**config.mk**
```make
export PLATFORM = sky130hd
export DESIGN_NAME = hfd_dma_handshake
export DESIGN_NICKNAME = d
export VERILOG_FILES = /design/src/design/hfd_pkg.sv /design/src/design/hfd_fifo_if.sv /design/src/design/hfd_dma_handshake.sv /design/src/design/hfd_fifo.sv
export SDC_FILE = /design/constraint.sdc
export NUM_CORES = 1
export LEC_CHECK = 0
export ABC_AREA = 0
export BUFFER_PORTS_ARGS = -buffer_cell sky130_fd_sc_hd__buf_2
export CAP_MARGIN = 40
export CELL_PAD_IN_SITES_DETAIL_PLACEMENT = 1
export CELL_PAD_IN_SITES_GLOBAL_PLACEMENT = 1
export CORE_MARGIN = 2
export CORE_UTILIZATION = 48
export CTS_CLUSTER_DIAMETER = 100
export DETAILED_ROUTE_END_ITERATION = 8
export HOLD_SLACK_MARGIN = 0.05
export PLACE_DENSITY = 0.74
export RECOVER_POWER = 50
export SLEW_MARGIN = 20
export SYNTH_ARGS = -nofsm -noshare
export SYNTH_HDL_FRONTEND = slang
export SYNTH_SLANG_ARGS = --single-unit
export TNS_END_PERCENT = 5
```
**constraint.sdc**
```tcl
create_clock -name clk_i -period 2.7 [get_ports clk_i]
set_input_delay 0.405 -clock clk_i [delete_from_list [all_inputs] [get_ports clk_i]]
set_output_delay 0.405 -clock clk_i [all_outputs]
set_load 0.02 [all_outputs]
```
**src/design/hfd_pkg.sv**
```systemverilog
// Purpose: Shared constants for the HDLC FIFO DMA handshake block.
// Assumes: Eight-bit FIFO words, two channels.
// Notes:   Block sizes are coded in two bits.
package hfd_pkg;
  localparam int unsigned DATA_W      = 8;
  localparam int unsigned FIFO_DEPTH  = 16;
  localparam int unsigned CNT_W       = 16;
  localparam logic [1:0]  BLK_32      = 2'h0;
  localparam logic [1:0]  BLK_16      = 2'h1;
  localparam logic [1:0]  BLK_8       = 2'h2;
  localparam logic [1:0]  BLK_4       = 2'h3;
  localparam logic [5:0]  BLK_BYTES_32 = 6'h20;
  localparam logic [5:0]  BLK_BYTES_16 = 6'h10;
  localparam logic [5:0]  BLK_BYTES_8  = 6'h08;
  localparam logic [5:0]  BLK_BYTES_4  = 6'h04;
  localparam logic [2:0]  SYNC_RST    = 3'h7;
  localparam logic [CNT_W-1:0] CNT_RST = 16'h0000;

  typedef enum logic [0:0] {
    HFD_IDLE = 1'b0,
    HFD_BURST = 1'b1
  } hfd_state_type;

  // Block size code to byte count, used by the receive direction only.
  function automatic logic [5:0] blk_bytes(input logic [1:0] code);
    unique case (code)
      BLK_32:  blk_bytes = BLK_BYTES_32;
      BLK_16:  blk_bytes = BLK_BYTES_16;
      BLK_8:   blk_bytes = BLK_BYTES_8;
      BLK_4:   blk_bytes = BLK_BYTES_4;
    endcase
  endfunction
endpackage

```
**src/design/hfd_fifo_if.sv**
```systemverilog
// Purpose: Carries one FIFO's fill and drain handshakes.
// Assumes: Single clock.
// Notes:   Width is fixed at the package value.
`timescale 1ns/100ps
interface hfd_fifo_if;
  logic [hfd_pkg::DATA_W-1:0] wr_data;
  logic                       wr_valid;
  logic                       wr_ready;
  logic [hfd_pkg::DATA_W-1:0] rd_data;
  logic                       rd_valid;
  logic                       rd_ready;
  logic [4:0]                 level;
  modport fifo (input wr_data, wr_valid, rd_ready, output wr_ready, rd_data, rd_valid, level);
  modport user (output wr_data, wr_valid, rd_ready, input wr_ready, rd_data, rd_valid, level);
endinterface

```
**src/design/hfd_dma_handshake.sv**
```systemverilog
// Purpose: DMA request and acknowledge handshake for two HDLC channels.
// Assumes: Strobes and acknowledges come from pins and are filtered here.
// Notes:   Each channel has a 16-word receive and transmit FIFO.
`timescale 1ns/100ps
module hfd_dma_handshake (
  input  wire logic                         clk_i,
  input  wire logic                         srst_i,
  input  wire logic [1:0]                   blk_size_i,
  input  wire logic [1:0][hfd_pkg::CNT_W-1:0] tx_byte_count_i,
  input  wire logic [1:0]                   tx_count_load_i,
  input  wire logic [1:0][hfd_pkg::DATA_W-1:0] rx_data_i,
  input  wire logic [1:0]                   rx_valid_i,
  output logic      [1:0]                   rx_ready_o,
  output logic      [1:0][hfd_pkg::DATA_W-1:0] tx_data_o,
  output logic      [1:0]                   tx_valid_o,
  input  wire logic [1:0]                   tx_ready_i,
  input  wire logic                         dma_ack_n_chan_a_i,
  input  wire logic                         dma_ack_n_chan_b_i,
  input  wire logic                         rd_n_i,
  input  wire logic                         wr_n_i,
  input  wire logic [hfd_pkg::DATA_W-1:0]   data_in_i,
  output logic      [hfd_pkg::DATA_W-1:0]   data_out_o,
  output logic                              data_oe_o,
  output logic                              rx_dma_req_chan_a_o,
  output logic                              rx_dma_req_chan_b_o,
  output logic                              tx_dma_req_chan_a_o,
  output logic                              tx_dma_req_chan_b_o
);
  logic [3:0][2:0]                 sync_r;
  logic [3:0][2:0]                 sync_nxt;
  logic [3:0]                      pin_raw;
  logic [3:0]                      lvl_r;
  logic [3:0]                      lvl_nxt;
  logic [hfd_pkg::DATA_W-1:0]      d_s1_r, d_s1_nxt;
  logic [hfd_pkg::DATA_W-1:0]      d_s2_r, d_s2_nxt;
  logic [hfd_pkg::DATA_W-1:0]      d_s3_r, d_s3_nxt;
  logic                            rd_n, wr_n;
  logic                            rd_n_prev_r, rd_n_prev_nxt;
  logic                            wr_n_prev_r, wr_n_prev_nxt;
  logic [1:0][hfd_pkg::DATA_W-1:0] rx_head;
  logic [1:0][4:0]                 rx_level;
  logic [1:0][4:0]                 tx_level;
  logic [1:0] ack, rd_fall, wr_rise;
  logic [1:0] rx_req_r, rx_req_nxt, tx_req_r, tx_req_nxt;
  logic [1:0][5:0] rx_left_r, rx_left_nxt;
  logic [1:0][hfd_pkg::CNT_W-1:0] tx_cnt_r, tx_cnt_nxt;
  logic [1:0] rx_pop, tx_push;
  logic [hfd_pkg::DATA_W-1:0] dout_r, dout_nxt;
  logic oe_r, oe_nxt;
  logic [5:0] blk;
  hfd_pkg::hfd_state_type [1:0] st_r, st_nxt;

  hfd_fifo_if rxf [2] ();
  hfd_fifo_if txf [2] ();

  // Pin inputs pass three flops; a change counts once stages two and three agree.
  assign pin_raw = {wr_n_i, rd_n_i, dma_ack_n_chan_b_i, dma_ack_n_chan_a_i};

  always_comb begin
    d_s1_nxt      = data_in_i;
    d_s2_nxt      = d_s1_r;
    d_s3_nxt      = d_s2_r;
    rd_n_prev_nxt = rd_n;
    wr_n_prev_nxt = wr_n;
    for (int p = 0; p < 4; p++) begin
      sync_nxt[p] = {sync_r[p][1:0], pin_raw[p]};
      lvl_nxt[p]  = (sync_r[p][1] == sync_r[p][2]) ? sync_r[p][2] : lvl_r[p];
    end
  end

  // Strobe and acknowledge pins idle high, so their flops reset to ones and no false edge follows it.
  always_ff @(posedge clk_i) begin
    if (srst_i) begin
      sync_r      <= {4{hfd_pkg::SYNC_RST}};
      lvl_r       <= 4'hF;
      rd_n_prev_r <= 1'b1;
      wr_n_prev_r <= 1'b1;
      d_s1_r      <= '0;
      d_s2_r      <= '0;
      d_s3_r      <= '0;
    end else begin
      sync_r      <= sync_nxt;
      lvl_r       <= lvl_nxt;
      rd_n_prev_r <= rd_n_prev_nxt;
      wr_n_prev_r <= wr_n_prev_nxt;
      d_s1_r      <= d_s1_nxt;
      d_s2_r      <= d_s2_nxt;
      d_s3_r      <= d_s3_nxt;
    end
  end

  assign rd_n = lvl_r[2];
  assign wr_n = lvl_r[3];

  assign blk = hfd_pkg::blk_bytes(blk_size_i);

  assign ack = ~lvl_r[1:0];

  for (genvar c = 0; c < 2; c++) begin : g_ch
    assign rd_fall[c] = ack[c] & rd_n_prev_r & ~rd_n;
    assign wr_rise[c] = ack[c] & ~wr_n_prev_r & wr_n;
    assign rx_pop[c]  = rd_fall[c] & rxf[c].rd_valid;
    assign tx_push[c] = wr_rise[c] & txf[c].wr_ready;

    assign rxf[c].wr_data  = rx_data_i[c];
    assign rxf[c].wr_valid = rx_valid_i[c];
    assign rx_ready_o[c]   = rxf[c].wr_ready;
    assign rxf[c].rd_ready = rx_pop[c];
    assign txf[c].wr_data  = d_s3_r;
    assign txf[c].wr_valid = tx_push[c];
    assign tx_data_o[c]    = txf[c].rd_data;
    assign tx_valid_o[c]   = txf[c].rd_valid;
    assign txf[c].rd_ready = tx_ready_i[c];
    // Plain copies of queue state for the shared next-state process.
    assign rx_head[c]      = rxf[c].rd_data;
    assign rx_level[c]     = rxf[c].level;
    assign tx_level[c]     = txf[c].level;

    hfd_fifo #(.WIDTH(hfd_pkg::DATA_W), .DEPTH(hfd_pkg::FIFO_DEPTH)) u_rx (
      .clk_i  (clk_i),
      .srst_i (srst_i),
      .f      (rxf[c])
    );
    hfd_fifo #(.WIDTH(hfd_pkg::DATA_W), .DEPTH(hfd_pkg::FIFO_DEPTH)) u_tx (
      .clk_i  (clk_i),
      .srst_i (srst_i),
      .f      (txf[c])
    );
  end

  always_comb begin
    dout_nxt = dout_r;
    oe_nxt   = 1'b0;
    for (int c = 0; c < 2; c++) begin
      st_nxt[c]      = st_r[c];
      rx_left_nxt[c] = rx_left_r[c];
      rx_req_nxt[c]  = rx_req_r[c];
      tx_cnt_nxt[c]  = tx_cnt_r[c];
      tx_req_nxt[c]  = tx_req_r[c];
      if (ack[c] & ~rd_n) begin
        oe_nxt = 1'b1;
      end
      if (rx_pop[c]) begin
        dout_nxt = rx_head[c];
      end
      unique case (st_r[c])
        hfd_pkg::HFD_IDLE: begin
          if ({1'b0, rx_level[c]} >= blk) begin
            st_nxt[c]      = hfd_pkg::HFD_BURST;
            rx_left_nxt[c] = blk;
            rx_req_nxt[c]  = 1'b1;
          end
        end
        hfd_pkg::HFD_BURST: begin
          if (rx_pop[c]) begin
            rx_left_nxt[c] = rx_left_r[c] - 6'h01;
            if (rx_left_r[c] == 6'h01) begin
              rx_req_nxt[c] = 1'b0;
              st_nxt[c]     = hfd_pkg::HFD_IDLE;
            end
          end
        end
      endcase
      if (tx_count_load_i[c]) begin
        tx_cnt_nxt[c] = tx_byte_count_i[c];
      end else if (tx_push[c] && tx_cnt_r[c] != hfd_pkg::CNT_RST) begin
        tx_cnt_nxt[c] = tx_cnt_r[c] - 16'h0001;
      end
      // Request while count remains and room exists.
      // Released when count is spent or the FIFO holds 15 words.
      tx_req_nxt[c] = (tx_cnt_nxt[c] != hfd_pkg::CNT_RST) && (tx_level[c] < 5'h0F);
    end
  end

  always_ff @(posedge clk_i) begin
    if (srst_i) begin
      st_r      <= '{hfd_pkg::HFD_IDLE, hfd_pkg::HFD_IDLE};
      rx_left_r <= '0;
      rx_req_r  <= '0;
      tx_cnt_r  <= '0;
      tx_req_r  <= '0;
      dout_r    <= '0;
      oe_r      <= 1'b0;
    end else begin
      st_r      <= st_nxt;
      rx_left_r <= rx_left_nxt;
      rx_req_r  <= rx_req_nxt;
      tx_cnt_r  <= tx_cnt_nxt;
      tx_req_r  <= tx_req_nxt;
      dout_r    <= dout_nxt;
      oe_r      <= oe_nxt;
    end
  end

  assign rx_dma_req_chan_a_o = rx_req_r[0];
  assign rx_dma_req_chan_b_o = rx_req_r[1];
  assign tx_dma_req_chan_a_o = tx_req_r[0];
  assign tx_dma_req_chan_b_o = tx_req_r[1];
  assign data_out_o          = dout_r;
  assign data_oe_o           = oe_r;
endmodule // hfd_dma_handshake

```
**src/design/hfd_fifo.sv**
```systemverilog
// Purpose: Synchronous FIFO with valid and ready on both sides.
// Assumes: Depth is a power of two.
// Notes:   Read data is shown from the head word while valid is high.
`timescale 1ns/100ps
module hfd_fifo #(
  parameter int unsigned WIDTH = 8,
  parameter int unsigned DEPTH = 16
) (
  input  wire logic clk_i,
  input  wire logic srst_i,
  hfd_fifo_if.fifo  f
);
  localparam int unsigned AW = $clog2(DEPTH);
  logic [WIDTH-1:0] mem [DEPTH];
  logic [AW-1:0]    wp_r, wp_nxt, rp_r, rp_nxt;
  logic [AW:0]      cnt_r, cnt_nxt;
  logic             push, pop;

  assign f.wr_ready = (cnt_r != AW'(0) + (AW+1)'(DEPTH));
  assign f.rd_valid = (cnt_r != '0);
  assign f.rd_data  = mem[rp_r];
  assign f.level    = 5'(cnt_r);
  assign push       = f.wr_valid & f.wr_ready;
  assign pop        = f.rd_valid & f.rd_ready;

  always_comb begin
    wp_nxt  = push ? wp_r + AW'(1) : wp_r;
    rp_nxt  = pop ? rp_r + AW'(1) : rp_r;
    cnt_nxt = cnt_r + (AW+1)'(push) - (AW+1)'(pop);
  end

  always_ff @(posedge clk_i) begin
    if (srst_i) begin
      wp_r  <= '0;
      rp_r  <= '0;
      cnt_r <= '0;
    end else begin
      wp_r  <= wp_nxt;
      rp_r  <= rp_nxt;
      cnt_r <= cnt_nxt;
    end
  end

  always_ff @(posedge clk_i) begin
    if (push) begin
      mem[wp_r] <= f.wr_data;
    end
  end
endmodule // hfd_fifo

```
==> metrics.yaml <==
failed_checks: "max-capacitance violations, max-slew violations, negative setup slack"
setup_violations: 16
fmax_mhz: 345.4
numCtsBuffers: 74
drive_gt1_frac: 0.2453
final_area_um2: 32520
pwr-share-seq: 0.453
die_x_um: 244.2
rsz0062_at_grt: "true"
hold_violations: 0
cts_root_buf: "clkbuf_16"
multiInputGateArea_um2: 8373
grt_pass1_wl_um: 101200
drv_slew: 238
place_inst: 2629
p_comb_frac: 0.171
critPathKind: "flop to primary output"
syn_area_per_cell_um2: 15.91
startpoint_type: "flop"
hold_depth: 3
drc: 0
hp-class: "input pin to flop"
reg2reg_slack_ns: 0.10
cp_data_required_time_ns: 2.30
dieArea_um2: 59610
ios: 103
grt_pass1_vias: 17370
path_common_cell: "mux4_2"
clkSinkCount: 681
grtUsageTotal: 0.2222
worstPathArrival_ns: 2.49
yosysSeqAreaShare: 0.6776
drtPass1Iterations: 5
num-fill-cells: 5318
ys_seq_elements: 681
path_buf_inv: 3
crit_fanout: 8
wirelength_um: 64200
cts_max_level: 3
worst_r2r_path_depth: 7
preCtsSetupSlack_ns: -0.01254
clockBufferDepth: 3
globalplace.congestion: 0.8249
async_reset_ff_frac: 0
clk_pin_slew_worst_paths_ns: 0.06
dp.final_hpwl_um: 40680
finalClockSkew_ns: 0.02244
grt-ovfl-total: 0
worst_slack_ns: -0.1954
hold_end: "tx_cnt_r[21]$_SDFF_PP0_"
antenna_found_initial: 1
vias_per_cell: 5.617
worstPathCellList: "buf_12 > buf_16 > mux4_2 > mux4_2 > buf_6"
yosysUniqueCellTypes: 65
syn_area_um2: 27680
clk_latency_ns: 0.62
synth_top_flop_cell: "edfxtp_1"
synth_edf_count: 512
rows: 88
area_growth_pct: 17.48
irDropWorstVdd_uv: 692.4
layout.nets: 2096
min-delay-start: "tx_byte_count_i[21]"
maxCapViolCount: 7
drt-initial-drc-count: 1105
dr_total_vias: 15650
powerDensity_nw_per_um2: 812.9
finalPower_w: 0.02644
initial_core_util: 0.4826
diodes: 0
regArea_um2: 18770
ys_warn_count: 0
synth_mux_area_frac: 0.1291
grt_max_degree: 77
portBuffers: 102
core_area_um2: 57370
fin_cells: 2787
syn_inst: 1740
synth-xor-area-share: 0.01582
path_delay_family: "multiplexers"
sw_frac_of_total: 0.2563
postRouteAntennaNets: 0
period_minus_slack_ns: 2.895
yosys.area_share.adder: 0.03001
status: "finished with violations"
internal_power_w: 0.01966
synth_top_family_by_area: "multiplexers"
synth_nets: 1874
slowest_stage: "mux4_2"
p_leak_nw: 11.03
worstReg2RegEnd: "tx_req_r[0]$_SDFF_PP0_"
die-height_um: 244.2
endpoint_kind: "primary output"
clockPowerShare: 0.377
cts_tree: "yes"
p_sw_w: 0.006776
crit_path_max_incr_delay_ns: 0.52
wl_per_cell_um: 23.03
synth_compound_area_frac: 0.04095
synthSimpleGateAreaFrac: 0.08357
finalCritPeriodShare: 1.072
relSlewSlack: -0.09504
reg2reg_from: "tx_cnt_r[6]$_SDFF_PP0_"
dpl-instance-area_um2: 29780
worst_pin_slew_ns: 1.643
area by class of cell:
| class | instances | area share |
|---|---|---|
| clock buffers | 96 | 0.06140 |
| clock inverters | 40 | 0.01162 |
| inverters | 67 | 0.007733 |
| multi-input cells | 897 | 0.2575 |
| flip-flops and latches | 681 | 0.5771 |
| well taps | 765 | 0.02943 |
| repair buffers | 241 | 0.05525 |
cells in the final DEF (no fill, tap or decap), drive strengths merged, types with 9 or more instances in the layout:
cell type | netlist | final
a211oi | 28 | 28
a21oi | 46 | 46
a31oi | 9 | 9
and2 | 25 | 25
buf | 29 | 185
clkbuf | 66 | 138
clkinv | 4 | 30
dfxtp | 169 | 169
dlygate4sd3 | 0 | 14
edfxtp | 512 | 512
ha | 60 | 60
inv | 63 | 71
mux2i | 15 | 15
mux4 | 152 | 152
nand2 | 64 | 64
nand2b | 21 | 21
nand3 | 11 | 11
nand4 | 24 | 24
nor2 | 151 | 151
nor2b | 52 | 52
nor3 | 27 | 27
nor4 | 21 | 21
o21ai | 23 | 23
or2 | 17 | 17
xnor2 | 19 | 19
xor2 | 31 | 31
sequential cells by signal, summed over array words and instances (netlist names), 10 cells and up, named ones only:
| register | cells |
|---|---|
| g_ch.u_tx.f.level | 10 |
| tx_cnt_r | 32 |
| g_ch.u_rx.f.level | 10 |
| rx_left_r | 12 |
| g_ch.u_tx.mem | 256 |
| g_ch.u_rx.mem | 256 |
worst min-delay path, cell delays in order:
cell	delay (ns)
buf_2	0.09
a221oi_2	0.07
nor2_1	0.08
timing repair:
action / 4_1_cts / 5_1_grt
setup buffers: 2 / 0
endpoints found under the hold margin: 14 / 0
endpoints found under the setup margin: 17 / 23
gates resized for setup: 16 / 38
hold buffers: 14 / 0
gates cloned: 5 / 0
pin swaps: 0 / 1
Yosys cell counts, types with 5 or more instances:
master    number  area, µm²
a211oi_1      28      210.2
a21o_1         8      60.06
a21oi_1       46      230.2
a31oi_1        9      56.30
and2_1        25      156.4
buf_1         19      71.32
buf_4          6      45.04
clkbuf_1      66      247.7
dfxtp_1      169       3383
edfxtp_1     512      15370
ha_1          60      750.7
inv_1         63      236.5
mux2i_1       15      150.1
mux4_2       152       3423
nand2_1       64      240.2
nand2b_1      21      131.4
nand3_1       11      55.05
nand4_1       24      150.1
nor2_1       151      566.8
nor2b_1       52      325.3
nor3_1        26      130.1
nor3b_1        7      52.55
nor4_1        17      106.4
o21ai_0       23      115.1
o21bai_1       5      37.54
o22ai_1        5      31.28
or2_2         17      106.4
or4_1          5      37.54
xnor2_1       19      166.4
xor2_1        31      271.5
metrics by stage:
step	utilization	TNS [ns]	hold slack (ns)
CTS	0.5667	-3.194	0.05149
global placement	0.5190	0	0.3944
global route	0.5669	-3.824	0.05606
detailed placement	0.5192	-0.01254	0.3961
finish	0.5669	-2.561	0.06930
floorplan	-	0	0.3895
metal layers:
metal / vias to the layer above / wire [µm] / GRT usage
met2: 325 / 33050 / 0.3808
met3: 122 / 2592 / 0.03984
met4: 2 / 1698 / 0.06833
li1: 7089 / - / -
met1: 8116 / 26840 / 0.2898
met5: - / 13 / 0
cell families (layout without fill, tap and decap cells):
| logic type | after synthesis | after routing |
|---|---|---|
| mux | 167 | 167 |
| fa+ha+maj | 64 | 64 |
| compound gates | 170 | 170 |
| simple gates | 446 | 446 |
| flops | 681 | 681 |
| xor+xnor | 50 | 50 |
| buf+inv | 162 | 444 |
worst max-delay path by stage:
stage / cells after the start / endpoint / slack (ns) / start
after global routing: 5 / tx_data_o[6] / -0.25 / flop
after floorplan: 16 / g_ch[1].u_rx.f.level[4]$_SDFF_PP0_ / 0.01 / g_ch[1].u_rx.f.level[2]$_SDFF_PP0_
after detailed placement: 15 / g_ch[1].u_rx.f.level[4]$_SDFF_PP0_ / -0.01 / g_ch[1].u_rx.f.level[2]$_SDFF_PP0_
after global placement: 15 / g_ch[1].u_rx.f.level[4]$_SDFF_PP0_ / 0.15 / g_ch[1].u_rx.f.level[2]$_SDFF_PP0_
after CTS: 5 / tx_data_o[0] / -0.22 / flop
final: 5 / tx_data_o[0] / -0.20 / flop
power by group through the flow:
stage	Sequential, W	Combinational [W]	Clock, W
global placement	0.0121	0.00395	0
CTS	0.0120	0.00449	0.0101
detailed placement	0.0121	0.00410	0
global route	0.0120	0.00496	0.0105
finish	0.0120	0.00451	0.00996
floorplan	0.0120	0.00290	0
(Power assumes the default switching activity.)
